$ cat src/ust_pkg.sv
// Constants, types and helper functions for the serial transmitter.
// ==================================================================
// Notes on behaviour
// Transmit enable hands output pin to transmitter
// Synchronous mode times bits from serial clock
// Data port write loads buffer, starts sending
// Buffer moves to shifter when idle or after stop
// Shifter sends one frame at configured rate
// Upper bits beyond character width are dropped
// Ninth bit written first, sent as bit eight
// Empty flag shows whether buffer holds data
// Data port write clears empty flag at once
// Empty interrupt requested while flag and enables set
// Done flag sets after frame, buffer empty
// Done flag clears on service or one written
// Done interrupt raised when flag sets, enabled
// Parity bit inserted before first stop bit
// Disable waits until shifter and buffer empty
// Disabled transmitter releases the output pin
// Software programs rate and format before enabling
// Software changes settings only while idle
// Software clears done flag before each write
// Empty handler writes data or masks interrupt
// Software writes zero to empty flag position
// Parity is data exclusive-or, inverted for odd
// Low start, data LSB first, high stops
// Baud counter reloads at zero or divisor write
// Bit time is 16, 8 or 2 ticks
package ust_pkg;

  // ================================================================
  // Register map.
  localparam logic [11:0] OFF_DATA    = 12'h000;
  localparam logic [11:0] OFF_STATUS  = 12'h004;
  localparam logic [11:0] OFF_CTRL    = 12'h008;
  localparam logic [11:0] OFF_FORMAT  = 12'h00C;
  localparam logic [11:0] OFF_BAUD    = 12'h010;

  // ================================================================
  // Field positions.
  localparam int STAT_DONE      = 6;
  localparam int STAT_EMPTY     = 5;
  localparam int STAT_DOUBLE    = 1;
  localparam int CTRL_DONE_IE   = 6;
  localparam int CTRL_EMPTY_IE  = 5;
  localparam int CTRL_TRANSMIT_ENABLE      = 3;
  localparam int CTRL_XCK_SLAVE = 2;
  localparam int CTRL_NINTH     = 0;
  localparam int FMT_POLARITY   = 7;
  localparam int FMT_SYNC       = 6;
  localparam int FMT_PAR_ON     = 5;
  localparam int FMT_PAR_ODD    = 4;
  localparam int FMT_STOP2      = 3;
  localparam int FMT_SIZE_HI    = 2;
  localparam int FMT_SIZE_LO    = 0;
  localparam int BAUD_HI        = 11;

  // ================================================================
  // Reset values and encodings.
  localparam logic [7:0]  FORMAT_RST  = 8'h06;
  localparam logic [11:0] BAUD_RST    = 12'h000;
  localparam logic [2:0]  SIZE_NINE   = 3'h7;
  localparam logic [3:0]  PRE_NORMAL  = 4'hF;
  localparam logic [3:0]  PRE_DOUBLE  = 4'h7;

  typedef enum logic [2:0] {
    ST_IDLE,
    ST_START,
    ST_DATA,
    ST_PARITY,
    ST_STOP1,
    ST_STOP2
  } ust_state_t;

  // Number of data bits for a size code.
  function automatic logic [3:0] ust_bits(input logic [2:0] size);
    case (size)
      3'h0:    ust_bits = 4'h5;
      3'h1:    ust_bits = 4'h6;
      3'h2:    ust_bits = 4'h7;
      3'h7:    ust_bits = 4'h9;
      default: ust_bits = 4'h8;
    endcase
  endfunction

  // Character as stored: bits past the width are cleared.
  function automatic logic [8:0] ust_mask(input logic [7:0] d, input logic ninth,
                                          input logic [2:0] size);
    logic [8:0] m;
    m = 9'h000;
    for (int i = 0; i < 9; i++) begin
      if (4'(i) < ust_bits(size)) begin
        m[i] = 1'b1;
      end
    end
    ust_mask = {ninth, d} & m;
  endfunction

endpackage

$ cat src/ust_tx.sv
// Serial transmitter with APB register access.
//
// Our own choices: the APB register port and the register addresses.
`timescale 1ns/1ps
module ust_tx
  import ust_pkg::*;
(
  // Clock and reset.
  input  wire logic        pclk,
  input  wire logic        presetn,
  // APB slave.
  input  wire logic        psel,
  input  wire logic        penable,
  input  wire logic        pwrite,
  input  wire logic [11:0] paddr,
  input  wire logic [31:0] pwdata,
  output logic [31:0]      prdata,
  output logic             pready,
  output logic             pslverr,
  // Interrupt requests to the processor core.
  input  wire logic        global_irq_en,
  input  wire logic        tx_done_irq_ack,
  output logic             buffer_empty_irq,
  output logic             tx_done_irq,
  // Serial pins.
  input  wire logic        ext_serial_clock_pin,
  output logic             ext_serial_clock_out,
  output logic             ext_serial_clock_oe_n,
  output logic             serial_out_pin,
  output logic             serial_out_override
);

  // ================================================================
  // State.
  typedef struct packed {
    logic        pready;
    logic        pslverr;
    logic [31:0] prdata;
    logic [8:0]  buf_data;
    logic        buf_full;
    logic [8:0]  shift;
    logic [3:0]  bit_cnt;
    ust_state_t  state;
    logic        tx_done;
    logic        dbl;
    logic        empty_ie;
    logic        done_ie;
    logic        transmit_enable;
    logic        xck_slave;
    logic        ninth;
    logic [7:0]  fmt;
    logic [11:0] baud;
    logic [11:0] baud_cnt;
    logic [3:0]  pre;
    logic [2:0]  xsync;
    logic        xck_out;
    logic        xck_oe_n;
    logic        txd;
    logic        own;
    logic        irq_empty;
    logic        irq_done;
  } ust_regs_t;

  ust_regs_t q;
  ust_regs_t next_q;

  logic access;
  logic wr_commit;
  logic wr_data;
  logic wr_baud;
  logic mapped;
  logic sync_mode;
  logic slave_mode;
  logic btick;
  logic bit_tick;
  logic busy;
  logic frame_end;
  logic load;
  logic par_bit;
  logic [31:0] rd_mux;

  // ================================================================
  // Bus decode and read mux.
  always_comb begin
    access    = psel && penable;
    wr_commit = access && q.pready && pwrite && !q.pslverr;
    wr_data   = wr_commit && (paddr == OFF_DATA);
    wr_baud   = wr_commit && (paddr == OFF_BAUD);
    mapped    = (paddr == OFF_DATA) || (paddr == OFF_STATUS) || (paddr == OFF_CTRL) ||
                (paddr == OFF_FORMAT) || (paddr == OFF_BAUD);
    rd_mux    = 32'h0000_0000;
    case (paddr)
      OFF_STATUS: begin
        rd_mux[STAT_DONE]   = q.tx_done;
        // empty flag read
        rd_mux[STAT_EMPTY]  = !q.buf_full;
        rd_mux[STAT_DOUBLE] = q.dbl;
      end
      OFF_CTRL: begin
        rd_mux[CTRL_DONE_IE]   = q.done_ie;
        rd_mux[CTRL_EMPTY_IE]  = q.empty_ie;
        rd_mux[CTRL_TRANSMIT_ENABLE]      = q.transmit_enable;
        rd_mux[CTRL_XCK_SLAVE] = q.xck_slave;
        rd_mux[CTRL_NINTH]     = q.ninth;
      end
      OFF_FORMAT: rd_mux[7:0] = q.fmt;
      OFF_BAUD:   rd_mux[BAUD_HI:0] = q.baud;
      default:    rd_mux = 32'h0000_0000;
    endcase
  end

  // ================================================================
  // Bit timing.
  always_comb begin
    sync_mode  = q.fmt[FMT_SYNC];
    slave_mode = sync_mode && q.xck_slave;
    btick      = (q.baud_cnt == BAUD_RST);
    busy       = q.buf_full || (q.state != ST_IDLE);
    // bit tick source
    if (slave_mode) begin
      bit_tick = q.fmt[FMT_POLARITY] ? (q.xsync[2] && !q.xsync[1])
                                     : (q.xsync[1] && !q.xsync[2]);
    end else if (sync_mode) begin
      bit_tick = btick && (q.xck_out == q.fmt[FMT_POLARITY]);
    end else begin
      bit_tick = btick && (q.pre == (q.dbl ? PRE_DOUBLE : PRE_NORMAL));
    end
    frame_end = bit_tick && (((q.state == ST_STOP1) && !q.fmt[FMT_STOP2]) ||
                             (q.state == ST_STOP2));
    // load when idle or after last stop
    load      = q.own && q.buf_full && ((q.state == ST_IDLE) || frame_end);
    // even or odd parity
    par_bit   = (^q.shift) ^ q.fmt[FMT_PAR_ODD];
  end

  // ================================================================
  // Next state.
  always_comb begin
    next_q = q;

    // APB access takes two cycles; the write lands with pready.
    if (access && !q.pready) begin
      next_q.pready  = 1'b1;
      next_q.pslverr = !mapped;
      next_q.prdata  = pwrite ? 32'h0000_0000 : rd_mux;
    end else begin
      next_q.pready  = 1'b0;
      next_q.pslverr = 1'b0;
    end

    // baud counter reload
    if (btick || wr_baud) begin
      next_q.baud_cnt = wr_baud ? pwdata[BAUD_HI:0] : q.baud;
    end else begin
      next_q.baud_cnt = q.baud_cnt - 12'h001;
    end

    // The synchroniser's first stage feeds only the second.
    next_q.xsync = {q.xsync[1:0], ext_serial_clock_pin};

    // divide by sixteen or eight
    if (btick) begin
      next_q.pre = (q.pre == (q.dbl ? PRE_DOUBLE : PRE_NORMAL)) ? 4'h0 : q.pre + 4'h1;
    end
    // master clock toggles per tick
    if (sync_mode && !slave_mode && q.own) begin
      if (btick) begin
        next_q.xck_out = !q.xck_out;
      end
    end else begin
      next_q.xck_out = q.fmt[FMT_POLARITY];
    end
    next_q.xck_oe_n = !(q.own && sync_mode && !slave_mode);

    // frame sequencing
    if (bit_tick) begin
      case (q.state)
        ST_START: begin
          next_q.txd     = q.shift[0];
          next_q.bit_cnt = 4'h1;
          next_q.state   = ST_DATA;
        end
        ST_DATA: begin
          if (q.bit_cnt == ust_bits(q.fmt[FMT_SIZE_HI:FMT_SIZE_LO])) begin
            // parity after last data bit
            if (q.fmt[FMT_PAR_ON]) begin
              next_q.txd   = par_bit;
              next_q.state = ST_PARITY;
            end else begin
              next_q.txd   = 1'b1;
              next_q.state = ST_STOP1;
            end
          end else begin
            next_q.txd     = q.shift[q.bit_cnt];
            next_q.bit_cnt = q.bit_cnt + 4'h1;
          end
        end
        ST_PARITY: begin
          next_q.txd   = 1'b1;
          next_q.state = ST_STOP1;
        end
        ST_STOP1: begin
          next_q.txd   = 1'b1;
          next_q.state = q.fmt[FMT_STOP2] ? ST_STOP2 : ST_IDLE;
        end
        ST_STOP2: begin
          next_q.txd   = 1'b1;
          next_q.state = ST_IDLE;
        end
        default: begin
          next_q.state = ST_IDLE;
        end
      endcase
    end

    // done flag clears by service or one
    if (tx_done_irq_ack) begin
      next_q.tx_done = 1'b0;
    end
    if (wr_commit && (paddr == OFF_STATUS) && pwdata[STAT_DONE]) begin
      next_q.tx_done = 1'b0;
    end

    // done set wins over clear
    if (frame_end && !q.buf_full) begin
      next_q.tx_done = 1'b1;
    end

    if (load) begin
      next_q.shift    = q.buf_data;
      next_q.buf_full = 1'b0;
      next_q.state    = ST_START;
      next_q.txd      = 1'b0;
      next_q.pre      = 4'h0;
    end

    // data write fills buffer
    if (wr_data) begin
      // mask width, ninth bit
      next_q.buf_data = ust_mask(pwdata[7:0],
                                 q.ninth && (q.fmt[FMT_SIZE_HI:FMT_SIZE_LO] == SIZE_NINE),
                                 q.fmt[FMT_SIZE_HI:FMT_SIZE_LO]);
      next_q.buf_full = 1'b1;
    end
    // empty position ignored on writes
    if (wr_commit && (paddr == OFF_STATUS)) begin
      next_q.dbl = pwdata[STAT_DOUBLE];
    end
    if (wr_commit && (paddr == OFF_CTRL)) begin
      next_q.done_ie   = pwdata[CTRL_DONE_IE];
      next_q.empty_ie  = pwdata[CTRL_EMPTY_IE];
      next_q.transmit_enable      = pwdata[CTRL_TRANSMIT_ENABLE];
      next_q.xck_slave = pwdata[CTRL_XCK_SLAVE];
      next_q.ninth     = pwdata[CTRL_NINTH];
    end
    if (wr_commit && (paddr == OFF_FORMAT)) begin
      next_q.fmt = pwdata[7:0];
    end
    if (wr_baud) begin
      next_q.baud = pwdata[BAUD_HI:0];
    end

    // pin ownership
    next_q.own = q.transmit_enable || (q.own && busy);
    if (!q.own) begin
      next_q.txd = 1'b1;
    end

    // level request while empty
    next_q.irq_empty = global_irq_en && q.empty_ie && !q.buf_full;
    // request when done flag set
    next_q.irq_done  = global_irq_en && q.done_ie && q.tx_done;
  end

  always_ff @(posedge pclk or negedge presetn) begin
    if (!presetn) begin
      q          <= '0;
      q.state    <= ST_IDLE;
      q.fmt      <= FORMAT_RST;
      q.baud     <= BAUD_RST;
      q.baud_cnt <= BAUD_RST;
      q.txd      <= 1'b1;
      q.xck_oe_n <= 1'b1;
    end else begin
      q <= next_q;
    end
  end

  // ================================================================
  // Outputs.
  always_comb begin
    prdata                = q.prdata;
    pready                = q.pready;
    pslverr               = q.pslverr;
    buffer_empty_irq      = q.irq_empty;
    tx_done_irq           = q.irq_done;
    ext_serial_clock_out  = q.xck_out;
    ext_serial_clock_oe_n = q.xck_oe_n;
    serial_out_pin        = q.txd;
    serial_out_override   = q.own;
  end
endmodule // ust_tx

$ cat config.mk
export PLATFORM = sky130hd
export DESIGN_NAME = ust_tx
export DESIGN_NICKNAME = d
export VERILOG_FILES = /design/src/ust_pkg.sv /design/src/ust_tx.sv
export SDC_FILE = /design/constraint.sdc
export NUM_CORES = 1
export LEC_CHECK = 0
export ABC_AREA = 1
export BUFFER_PORTS_ARGS = -buffer_cell sky130_fd_sc_hd__buf_4
export CAP_MARGIN = 30
export CORE_ASPECT_RATIO = 0.6
export CORE_MARGIN = 3
export CORE_UTILIZATION = 60
export DETAILED_ROUTE_END_ITERATION = 10
export GPL_ROUTABILITY_DRIVEN = 1
export PLACE_DENSITY = 0.85
export REMOVE_ABC_BUFFERS = 1
export SYNTH_ARGS = -nofsm -noshare
export SYNTH_HDL_FRONTEND = slang
export SYNTH_SLANG_ARGS = --single-unit
$ cat constraint.sdc
create_clock -name pclk -period 2.5 [get_ports pclk]
set_input_delay 0.5 -clock pclk [delete_from_list [all_inputs] [get_ports pclk]]
set_output_delay 0.5 -clock pclk [all_outputs]
set_load 0.03 [all_outputs]
-- After elaboration in Yosys (flattened, before gate mapping)
Cells that the tools add are included.
W data, S select, Z words.
- add/subtract/negate cells: 3
- magnitude comparators: 10
- equal/unequal tests: 20
- multiplexer cells: 63
- bitwise operators: 2
- reductions and logical operators: 65
- operator list (kind ; number):
    $mux W12 ; 3
    $mux W4 ; 9
    $mux W1 ; 33
    $logic_and A1 B1 Y1 ; 31
    $eq A12 B4 Y1 const B ; 2
    $logic_not A12 Y1 ; 2
    $lt A3 B4 Y1 const A ; 4
    $pmux W4 S4 ; 1
    $mux W3 ; 5
    $eq A12 B3 Y1 const B ; 1
    $eq A12 B5 Y1 const B ; 1
    $pmux W3 S4 ; 1
    $sub A12 B1 Y12 const B ; 1
    $logic_not A1 Y1 ; 10
    $mux W10 ; 1
    $and A9 B9 Y9 ; 1
    $eq A3 B2 Y1 const B ; 3
    $eq A3 B3 Y1 const B ; 3
    $logic_or A1 B1 Y1 ; 9
    $pmux W1 S3 ; 3
    $reduce_xor A9 Y1 ; 1
    $add A4 B1 Y4 const B ; 2
    $eq A4 B4 Y1 ; 2
    $lt A1 B4 Y1 const A ; 2
    22 further kinds ; 32
- register bits after elaboration: 112
- input port bits: 52

-- Logic depth before layout (Yosys ltp)
Gate-level depths: netlist (run 1).
- depth after elaboration: 12
- gate-level depth with buffers: 14

-- Least setup slack after synthesis (run 1)
No wires, ideal clock.
- path kind: reg-to-reg
- start: register q[13] (netlist name)
- end: register q[66] (netlist name)
- library setup time: 117 ps
- data arrival time: 1548 ps
- data required time: 2383 ps
- setup slack: 835 ps
- cell stages (with the launch flop): 13
- buffers on the path: 1
- cell sequence: dfrtp_1 -> inv_1 -> ha_1 -> nand3_1 -> nor2_2 -> nand3_1 -> nand2_2 -> nand3_2 -> nand2_2 -> nand2_4 -> buf_6 -> nand2_2 -> o21ai_2
- word-level cells in the longest chain between the ends: 7
- ends and longest elaborated chain (element ; line ; text):
    from (decl) ; ust_tx.sv:64 ; ust_regs_t q;
    from (signal assigned) ; ust_tx.sv:285 ; q <= next_q;
    $logic_not A12 Y1 (*) ; ust_tx.sv:117 ; btick = (q.baud_cnt == BAUD_RST);
    $logic_and A1 B1 Y1 (on tied branches) ; ust_tx.sv:126, ust_tx.sv:124 ;
    $mux W1 (*) ; ust_tx.sv:123 ; end else if (sync_mode) begin
    $mux W1 (*) ; ust_tx.sv:120 ; if (slave_mode) begin
    $logic_and A1 B1 Y1 (*) ; ust_tx.sv:128 ; frame_end = bit_tick && (((q.state == ST_STOP1) && !q.fmt[FMT_STOP2]) ||
    $logic_or A1 B1 Y1 (*) ; ust_tx.sv:131 ; load = q.own && q.buf_full && ((q.state == ST_IDLE) || frame_end);
    $logic_and A1 B1 Y1 (*) ; ust_tx.sv:131 ;
Mark *: on every way between the ends. The rest lies on a longest branch, timed or not.
A chain may end at the register's enable or synchronous reset.

-- Worst setup path in the final report (run 1)
- start: register q[13] (netlist name)
- end: register q[67] (netlist name)
The elaborated chain is that of the path after synthesis.

==> flow_metrics.tcl, run 1 <==
set metrics [dict create \
    finalHoldViolCount 0 \
    cts-resized-gates 0 \
    vias_per_cell 5.53 \
    h-tree-depth 3 \
    pwr-share-comb_pct 12.1 \
    dr_wl_met3_mm 1.15 \
    peakVddDrop_uv 380 \
    coreArea_sq_um 7980 \
    hold_path.class "in -> async" \
    final.fill_count 614 \
    reg2reg_depth 12 \
    cp_slowest_cell "dfrtp_1" \
    post_cts_buffers 0 \
    wl_met2_mm 5.35 \
    cp-end-kind "flop" \
    netSwitchingFraction_pct 26.2 \
    cp.arrival_ns 2.43 \
    rsz0062_at_grt "false" \
    dp.cells 770 \
    synth_edf_count 0 \
    nets 729 \
    grt_pass1_vias 4219 \
    finalSetupViolations 0 \
    ctsHoldBuffers 0 \
    vias 4341 \
    design_area_sq_um 5620 \
    skew_ns 0.00743 \
    hpwl_mm 9.04 \
    routedWlPerCell_microns 15.5 \
    grt_first_pass_wirelength_mm 20.1 \
    clkSlewWorstSetupHoldPaths_ns 0.06 \
    synth_top_cell_by_area "dfrtp_1" \
    ys_seq_area_share_pct 46.2 \
    initial_core_util_pct 62.7 \
    placed_area_sq_um 5340 \
    grt.total_usage_pct 27.1 \
    synth_area_leaders "dfrtp_1, nand2_1, inv_1, buf_4, nand3_1" \
    cap_viol_max_count 0 \
    cp_cell_sequence "inv_1 -> ha_1 -> nand3_1 -> nor2_2 -> nand3b_1 -> nand2_1 -> nand3_2 -> nand2_2 -> nand2_4 -> inv_2 -> nand2_1 -> o21ai_0" \
    ys_warn_count 0 \
    antenna_found_initial 0 \
    synth.most_common_cell "nand2_1" \
    setup_ws_ns 0.329 \
    syn-instance-count 628 \
    slowest_delay_ns 0.38 \
    powerDensity_nw_per_um2 593 \
    die_area_sq_um 9500 \
    timing.critical_path.from "q[13]" \
    multi_input_area_sq_um 2140 \
    antenna_left 0 \
    grt-ovfl-total 0 \
    drive_above_1_share_pct 15.8 \
    final_cells 785 \
    synth_cell_types 42 \
    synth_area_sq_um 5000 \
    outcome "finished clean" \
    critPathLaunchType "flop" \
    pre_cts_ws_ns 0.375 \
    antenna_cells 0 \
    cp.required_ns 2.76 \
    clk_path_buf_depth 2 \
    finalWeightedCongestion 0.926 \
    internal-power_uw 2460 \
    relSlewSlack_pct 56.5 \
    synth-seq-cells 92 \
    drt_iter0_drc 428 \
    period_share_pct 86.8 \
    power_frac_clock_pct 39.2 \
    grt_max_degree 50 \
    top_layer "met4" \
    crit_top_cell "nand2_1" \
    rows 25 \
    power_frac_seq_pct 48.7 \
    clock_sinks 92 \
    p_leak_uw 0.00278 \
    ioPinCount 92 \
    area_growth_pct 12.4 \
    drcViolationCount 0 \
    tns_ns 0 \
    drv_slew 0 \
    cts_tree "built" \
    wl_met1_mm 5.52 \
    register_area_sq_um 2310 \
    p_switching_uw 874 \
    synthTopCellsByCount "nand2_1, dfrtp_1, inv_1" \
    die_y_microns 76.7 \
    dr.pass1.iters 9 \
    clk_latency_ns 0.34 \
    port_buffers 51 \
    fmax_ghz 0.461 \
    ys.flop_type "dfrtp_1" \
    cts_made_buffers 9 \
    async_flop_share_pct 100 \
    crit_type "reg -> reg" \
    tightest_slew_ns 0.653 \
    syn_area_per_cell_sq_um 7.96 \
    worstReg2RegStart "q[13]" \
    min_period_ns 2.17 \
    path_max_fanout 18 \
    drt-total-wl_mm 12.1 \
    root_buffer "clkbuf_16" \
    synth_top_cell_area_share_pct 44.1 \
    fp.dieW_microns 124 \
]
[cells in the final DEF (no fill, tap or decap), drive strengths merged, types with 9 or more instances in the layout]
cell | Yosys | routed
buf | 39 | 56
clkbuf | 2 | 12
conb | 1 | 20
dfrtp | 88 | 88
inv | 87 | 87
nand2 | 184 | 184
nand3 | 48 | 48
nand4 | 9 | 9
nor2 | 46 | 46
nor3 | 9 | 9
o21ai | 59 | 59
xor2 | 14 | 14
[worst max-delay path: cells and delay by family (launching register included)]
kind	cells	cell delay, ns
compound gates	1	0.07
fa+ha+maj	1	0.21
buf+inv	2	0.32
flops	1	0.38
simple gates	8	1.09
[per-stage QoR]
step | power (uW) | hold WS, ns | util, %
2_1_floorplan | 1890 | 0.204 | -
5_1_grt | 3470 | 0.237 | 70.4
6_report | 3330 | 0.191 | 70.4
3_3_place_gp | 2020 | 0.334 | 67.0
3_5_place_dp | 2040 | 0.350 | 67.0
4_1_cts | 3340 | 0.204 | 70.4
[cell families (layout without fill, tap and decap cells)]
group,after synthesis,after routing,synth area share (%)
AND/OR/NAND/NOR,302,302,26.8
AO/OA/AOI/OAI,84,84,10.5
adder cells (fa/ha/maj),4,4,1.00
other,1,20,0.0750
buffers and inverters,128,158,12.5
flip-flops,92,92,46.2
multiplexers,1,1,0.225
XOR/XNOR,16,16,2.80
[layout make-up]
| class | instances | area share (%) |
|---|---|---|
| Sequential cell | 92 | 41.1 |
| Multi-Input combinational cell | 427 | 38.1 |
| Timing Repair Buffer | 56 | 7.71 |
| Inverter | 87 | 5.81 |
| Clock buffer | 12 | 4.21 |
| Tap cell | 108 | 2.41 |
| Clock inverter | 3 | 0.713 |
[layer usage]
layer	track usage (%)	vias to the layer above
met5	0	-
met4	7.07	0
met3	6.48	12
met2	40.3	198
met1	40.0	2078
li1	-	2053
[final timing paths]
check                           slack, ns         to
worst max-delay path                 0.33      q[67]
worst min-delay path                 0.19      q[54]
worst max register to register       0.33      q[67]
worst min register to register       0.36  next_q[8]
max in group asynchronous            1.57      q[38]
min in group pclk                    0.27  next_q[7]
[state kept, by name (all words and copies together), names as in the netlist]
register,flops
buffer_empty_irq,1
ext_serial_clock_oe_n,1
ext_serial_clock_out,1
next_q,2
prdata,12
pready,1
pslverr,1
q,70
serial_out_override,1
serial_out_pin,1
tx_done_irq,1
[power groups by stage]
| stage | sequential [uW] | combinational (uW) | clock [uW] |
|---|---|---|---|
| floorplan | 1630 | 262 | 0 |
| global placement | 1640 | 381 | 0 |
| detailed placement | 1640 | 399 | 0 |
| CTS | 1620 | 400 | 1320 |
| global route | 1630 | 450 | 1390 |
| finish | 1620 | 403 | 1310 |
Power figures use the tool's default switching activity.
==> run 2, diff against run 1 <==
- CORE_MARGIN: 3 -> 2
==> run 2 against run 1 <==
Compared with the run above: design area up 0.73%; first-iteration DRC count rose by 17%; critical path type unchanged; die area shrank 4.2%; wire length fell by 0.88%; register-to-register slack got worse by 0.099 ns; flip-flop and latch count stayed put; sequential share of layout area down 0.30 points; via count decreased by 1.4%.
==> flow_metrics.tcl, run 2 (synthesis results as in run 1) <==
set metrics [dict create \
    drcViolationCount 0 \
    reg2reg_depth 12 \
    h-tree-depth 3 \
    relSlewSlack_pct 61.6 \
    grt_pass1_vias 3849 \
    slowest_delay_ns 0.38 \
    worstReg2RegStart "q[13]" \
    dr.pass1.iters 5 \
    antenna_cells 0 \
    r2r_slack_ns 0.23 \
    ioPinCount 92 \
    finalSetupViolations 0 \
    area_growth_pct 13.2 \
    drv_slew 0 \
    initial_core_util_pct 62.7 \
    finalWeightedCongestion 0.964 \
    fp.dieW_microns 122 \
    setup_ws_ns 0.231 \
    skew_ns 0.00865 \
    vias 4279 \
    drt_iter0_drc 502 \
    grt_first_pass_wirelength_mm 19.2 \
    fmax_ghz 0.441 \
    vias_per_cell 5.45 \
    antenna_found_initial 0 \
    pre_cts_ws_ns 0.350 \
    root_buffer "clkbuf_16" \
    clock_sinks 92 \
    cp-end-kind "flop" \
    die_area_sq_um 9100 \
    cap_viol_max_count 0 \
    grt_max_degree 50 \
    cp_cell_sequence "inv_1 -> ha_1 -> nand3_1 -> nor2_2 -> nand3_1 -> nand2_2 -> nand3_2 -> nand2_2 -> nand2_4 -> inv_2 -> nand2_1 -> o21ai_0" \
    cp.arrival_ns 2.53 \
    cp_slowest_cell "dfrtp_1" \
    mostFrequentLayoutCell "nand2_1" \
    outcome "finished clean" \
    nets 728 \
    finalHoldViolCount 0 \
    period_share_pct 90.8 \
    crit_type "reg -> reg" \
    coreArea_sq_um 7980 \
    drt-total-wl_mm 12.0 \
    hpwl_mm 8.84 \
    path_max_fanout 18 \
    clkSlewWorstSetupHoldPaths_ns 0.07 \
    clk_latency_ns 0.35 \
    die_y_microns 74.7 \
    final_cell_mix "nand2_1, dfrtp_1, inv_1" \
    rows 25 \
    grt-ovfl-total 0 \
    port_buffers 51 \
    antenna_left 0 \
    placed_area_sq_um 5330 \
    reg2reg_to "q[65]" \
    drive_above_1_share_pct 16.1 \
    hold_path.class "in -> async" \
    routedWlPerCell_microns 15.3 \
    post_cts_buffers 0 \
    clk_path_buf_depth 2 \
    ctsHoldBuffers 0 \
    cts_tree "built" \
    p_leak_uw 0.00280 \
    powerDensity_nw_per_um2 621 \
    cts-resized-gates 0 \
    min_period_ns 2.27 \
    grt.total_usage_pct 28.1 \
    cp.required_ns 2.76 \
    cts_made_buffers 9 \
    largest_register_ffs 70 \
    tns_ns 0 \
    tightest_slew_ns 0.576 \
    critPathLaunchType "flop" \
    design_area_sq_um 5660 \
    largest-register "q" \
    rsz0062_at_grt "false" \
    peakVddDrop_uv 450 \
]
[run 2: critical path, delay by kind of cell (launching register included)]
kind	cells	cell delay (ns)
AND/OR/NAND/NOR	8	1.14
flip-flops	1	0.38
buffers and inverters	2	0.32
adder cells (fa/ha/maj)	1	0.23
AO/OA/AOI/OAI	1	0.08
[run 2: metal layers]
metal	vias to the layer above	track usage, %	part of all wire (%)
li1	2052	-	-
met1	2003	40.9	46
met2	201	40.0	42
met3	23	9.92	10
met4	0	8.30	1.6
met5	-	0	0
[run 2: where the power goes]
part / total (uW) / internal, uW / leakage [uW] / switching [uW]
Combinational: 404 / 139 / 0.00146 / 265
Clock: 1490 / 909 / 0.000161 / 577
Sequential: 1620 / 1550 / 0.00118 / 71.6
[run 2: how the worst max path moves through the flow]
stage,start,to,slack [ns],cells after the start
floorplan,paddr[7],q[17],0.46,10
global placement,q[13],q[65],0.45,11
detailed placement,q[13],q[65],0.35,11
CTS,q[13],q[65],0.29,12
global route,q[13],q[65],0.09,12
finish,q[13],q[65],0.23,12
[run 2: area by class of cell]
type / count / area [sq um]
clock buffers: 11 / 243
clock inverters: 5 / 82.6
fillers: 635 / 2320
inverters: 87 / 327
multi-input cells: 427 / 2140
flip-flops and latches: 92 / 2310
well taps: 108 / 135
repair buffers: 55 / 425
[run 2: through the flow]
stage	utilization (%)	hold slack, ns	cells	power, uW
finish	70.9	0.150	785	3510
global route	70.9	0.182	785	3660
CTS	70.9	0.164	785	3530
detailed placement	66.9	0.343	769	2050
global placement	66.9	0.337	769	2020
floorplan	-	0.204	606	1890
==> run 3, diff against run 2 <==
- CORE_UTILIZATION: 60 -> 62
- CTS_BUF_LIST: unset -> sky130_fd_sc_hd__clkbuf_8
- PLACE_DENSITY: 0.85 -> unset
- PLACE_DENSITY_LB_ADDON: unset -> 0.15
==> run 3 against run 2 <==
Compared with the run above: register-to-register slack better by 0.14 ns; combinational power down 1%; sequential power about the same; non-clock buffer count grew 1; die area shrank 3.1%; hold slack improved by 0.0056 ns; sequential share of layout area grew 1.2 points; critical endpoint unchanged.
==> flow_metrics.tcl, run 3 (synthesis results as in run 1) <==
set metrics [dict create \
    grt-ovfl-total 0 \
    area_growth_pct 9.94 \
    setup_ws_ns 0.366 \
    coreArea_sq_um 7850 \
    finalWeightedCongestion 0.929 \
    grt.total_usage_pct 27.5 \
    die_area_sq_um 8820 \
    cp.required_ns 2.74 \
    crit_type "reg -> reg" \
    cts_made_buffers 9 \
    path_delay_family "simple AND/OR/NAND/NOR gates" \
    antenna_cells 0 \
    initial_core_util_pct 63.7 \
    skew_ns 0.0115 \
    grt_first_pass_wirelength_mm 18.5 \
    power_frac_seq_pct 56.7 \
    post_cts_buffers 0 \
    antenna_left 0 \
    h-tree-depth 3 \
    critPathLaunchType "flop" \
    dr.pass1.iters 5 \
    pre_cts_ws_ns 0.401 \
    powerDensity_nw_per_um2 520 \
    path_buf_inv 2 \
    antenna_found_initial 0 \
    cp.arrival_ns 2.37 \
    path_max_fanout 18 \
    final.fill_count 649 \
    finalSetupViolations 0 \
    finalHoldWorstSlack_ns 0.155 \
    clk_latency_ns 0.37 \
    grt_max_degree 93 \
    peakVddDrop_uv 473 \
    drt_iter0_drc 459 \
    finalHoldViolCount 0 \
    cp_slowest_cell "dfrtp_1" \
    cts_tree "built" \
    port_buffers 51 \
    rsz0062_at_grt "false" \
    min_period_ns 2.13 \
    cts-resized-gates 0 \
    routedWlPerCell_microns 14.4 \
    met2_usage_pct 39.1 \
    vias 4217 \
    mostFrequentLayoutCell "nand2_1" \
    ioPinCount 92 \
    outcome "finished clean" \
    largest-register "q" \
    pwr-share-comb_pct 13.9 \
    fmax_ghz 0.469 \
    grt.busiest_layer "met1" \
    cp_cell_sequence "inv_1 -> ha_1 -> nand3_1 -> nor2_2 -> nand3_1 -> nand2_2 -> nand3_2 -> nand2_2 -> nand2_4 -> inv_2 -> o21ai_0" \
    root_buffer "clkbuf_8" \
    largest_register_ffs 70 \
    register_area_sq_um 2310 \
    nets 729 \
    cp-end-kind "flop" \
    fp.dieW_microns 120 \
    internal-power_uw 2030 \
    vias_per_cell 5.37 \
    clkSlewWorstSetupHoldPaths_ns 0.09 \
    drive_above_1_share_pct 15.8 \
    die_y_microns 73.6 \
    use_met3_pct 8.31 \
    ctsHoldBuffers 0 \
    clk_path_buf_depth 2 \
    drt-total-wl_mm 11.3 \
    drv_slew 0 \
    hold_path.class "in -> async" \
    final_cell_mix "nand2_1, dfrtp_1, inv_1" \
    cap_viol_max_count 0 \
    grt_pass1_vias 3791 \
    multi_input_area_sq_um 2140 \
    hpwl_mm 8.56 \
    slowest_delay_ns 0.38 \
    drcViolationCount 0 \
    clock_sinks 92 \
    gr-usage-met1_pct 41.8 \
    power_frac_clock_pct 29.4 \
    tns_ns 0 \
    period_share_pct 85.4 \
    rows 25 \
    p_switching_uw 826 \
    netSwitchingFraction_pct 28.9 \
    p_leak_uw 0.00274 \
]
-- run 3: cell count changes in the layout (fill, tap and decap cells not counted) --
| cell | change |
|---|---|
| inv_6 | -2 |
| clkbuf_16 | -9 |
| clkinv_2 | +2 |
| buf_4 | +1 |
| bufinv_16 | -2 |
| inv_1 | +4 |
| clkbuf_8 | +8 |
| clkbuf_1 | -1 |
-- run 3: worst register-to-register path, cell delays in order (launching register included) --
cell	delay (ns)
dfrtp_1	0.38
inv_1	0.12
ha_1	0.20
nand3_1	0.10
nor2_2	0.22
nand3_1	0.15
nand2_2	0.14
nand3_2	0.10
nand2_2	0.09
nand2_4	0.16
inv_2	0.21
o21ai_0	0.12
-- run 3: final cells by class --
class	instances	area share (%)
clock inverters	7	0.546
flip-flops and latches	92	42.0
clock buffers	9	2.25
repair buffers	56	7.88
well taps	108	2.46
inverters	87	5.94
multi-input cells	427	38.9
-- run 3: power groups by stage --
stage | clock, uW | combinational, uW | sequential [uW]
finish | 839 | 398 | 1620
global route | 920 | 444 | 1630
CTS | 855 | 397 | 1620
detailed placement | 0 | 396 | 1650
global placement | 0 | 382 | 1640
floorplan | 0 | 262 | 1630
-- run 3: final timing paths --
kind / from / to / slack (ns) / cells past startpoint
worst max-delay path: q[13] / q[65] / 0.37 / 11
worst max register to register: q[13] / q[65] / 0.37 / 11
max in group asynchronous: presetn / q[38] / 1.94 / 2
min in group pclk: ext_serial_clock_pin / next_q[7] / 0.24 / 1
worst min register to register: next_q[7] / next_q[8] / 0.36 / 0
worst min-delay path: presetn / q[61] / 0.16 / 2
-- run 3: routing by layer --
layer,vias up,part of all wire [%],wire (microns)
met1,1960,49,5590
met2,196,41,4600
met4,0,0.88,100
met3,14,9.1,1030
li1,2047,-,-
met5,-,0,0
-- run 3: stage by stage --
step	power (uW)	area, sq um	std cells	util, %
2_1_floorplan	1890	4770	606	-
3_3_place_gp	2020	5340	770	68.0
3_5_place_dp	2040	5340	770	68.0
4_1_cts	2870	5500	786	70.0
5_1_grt	2990	5500	786	70.0
6_report	2860	5500	786	70.0
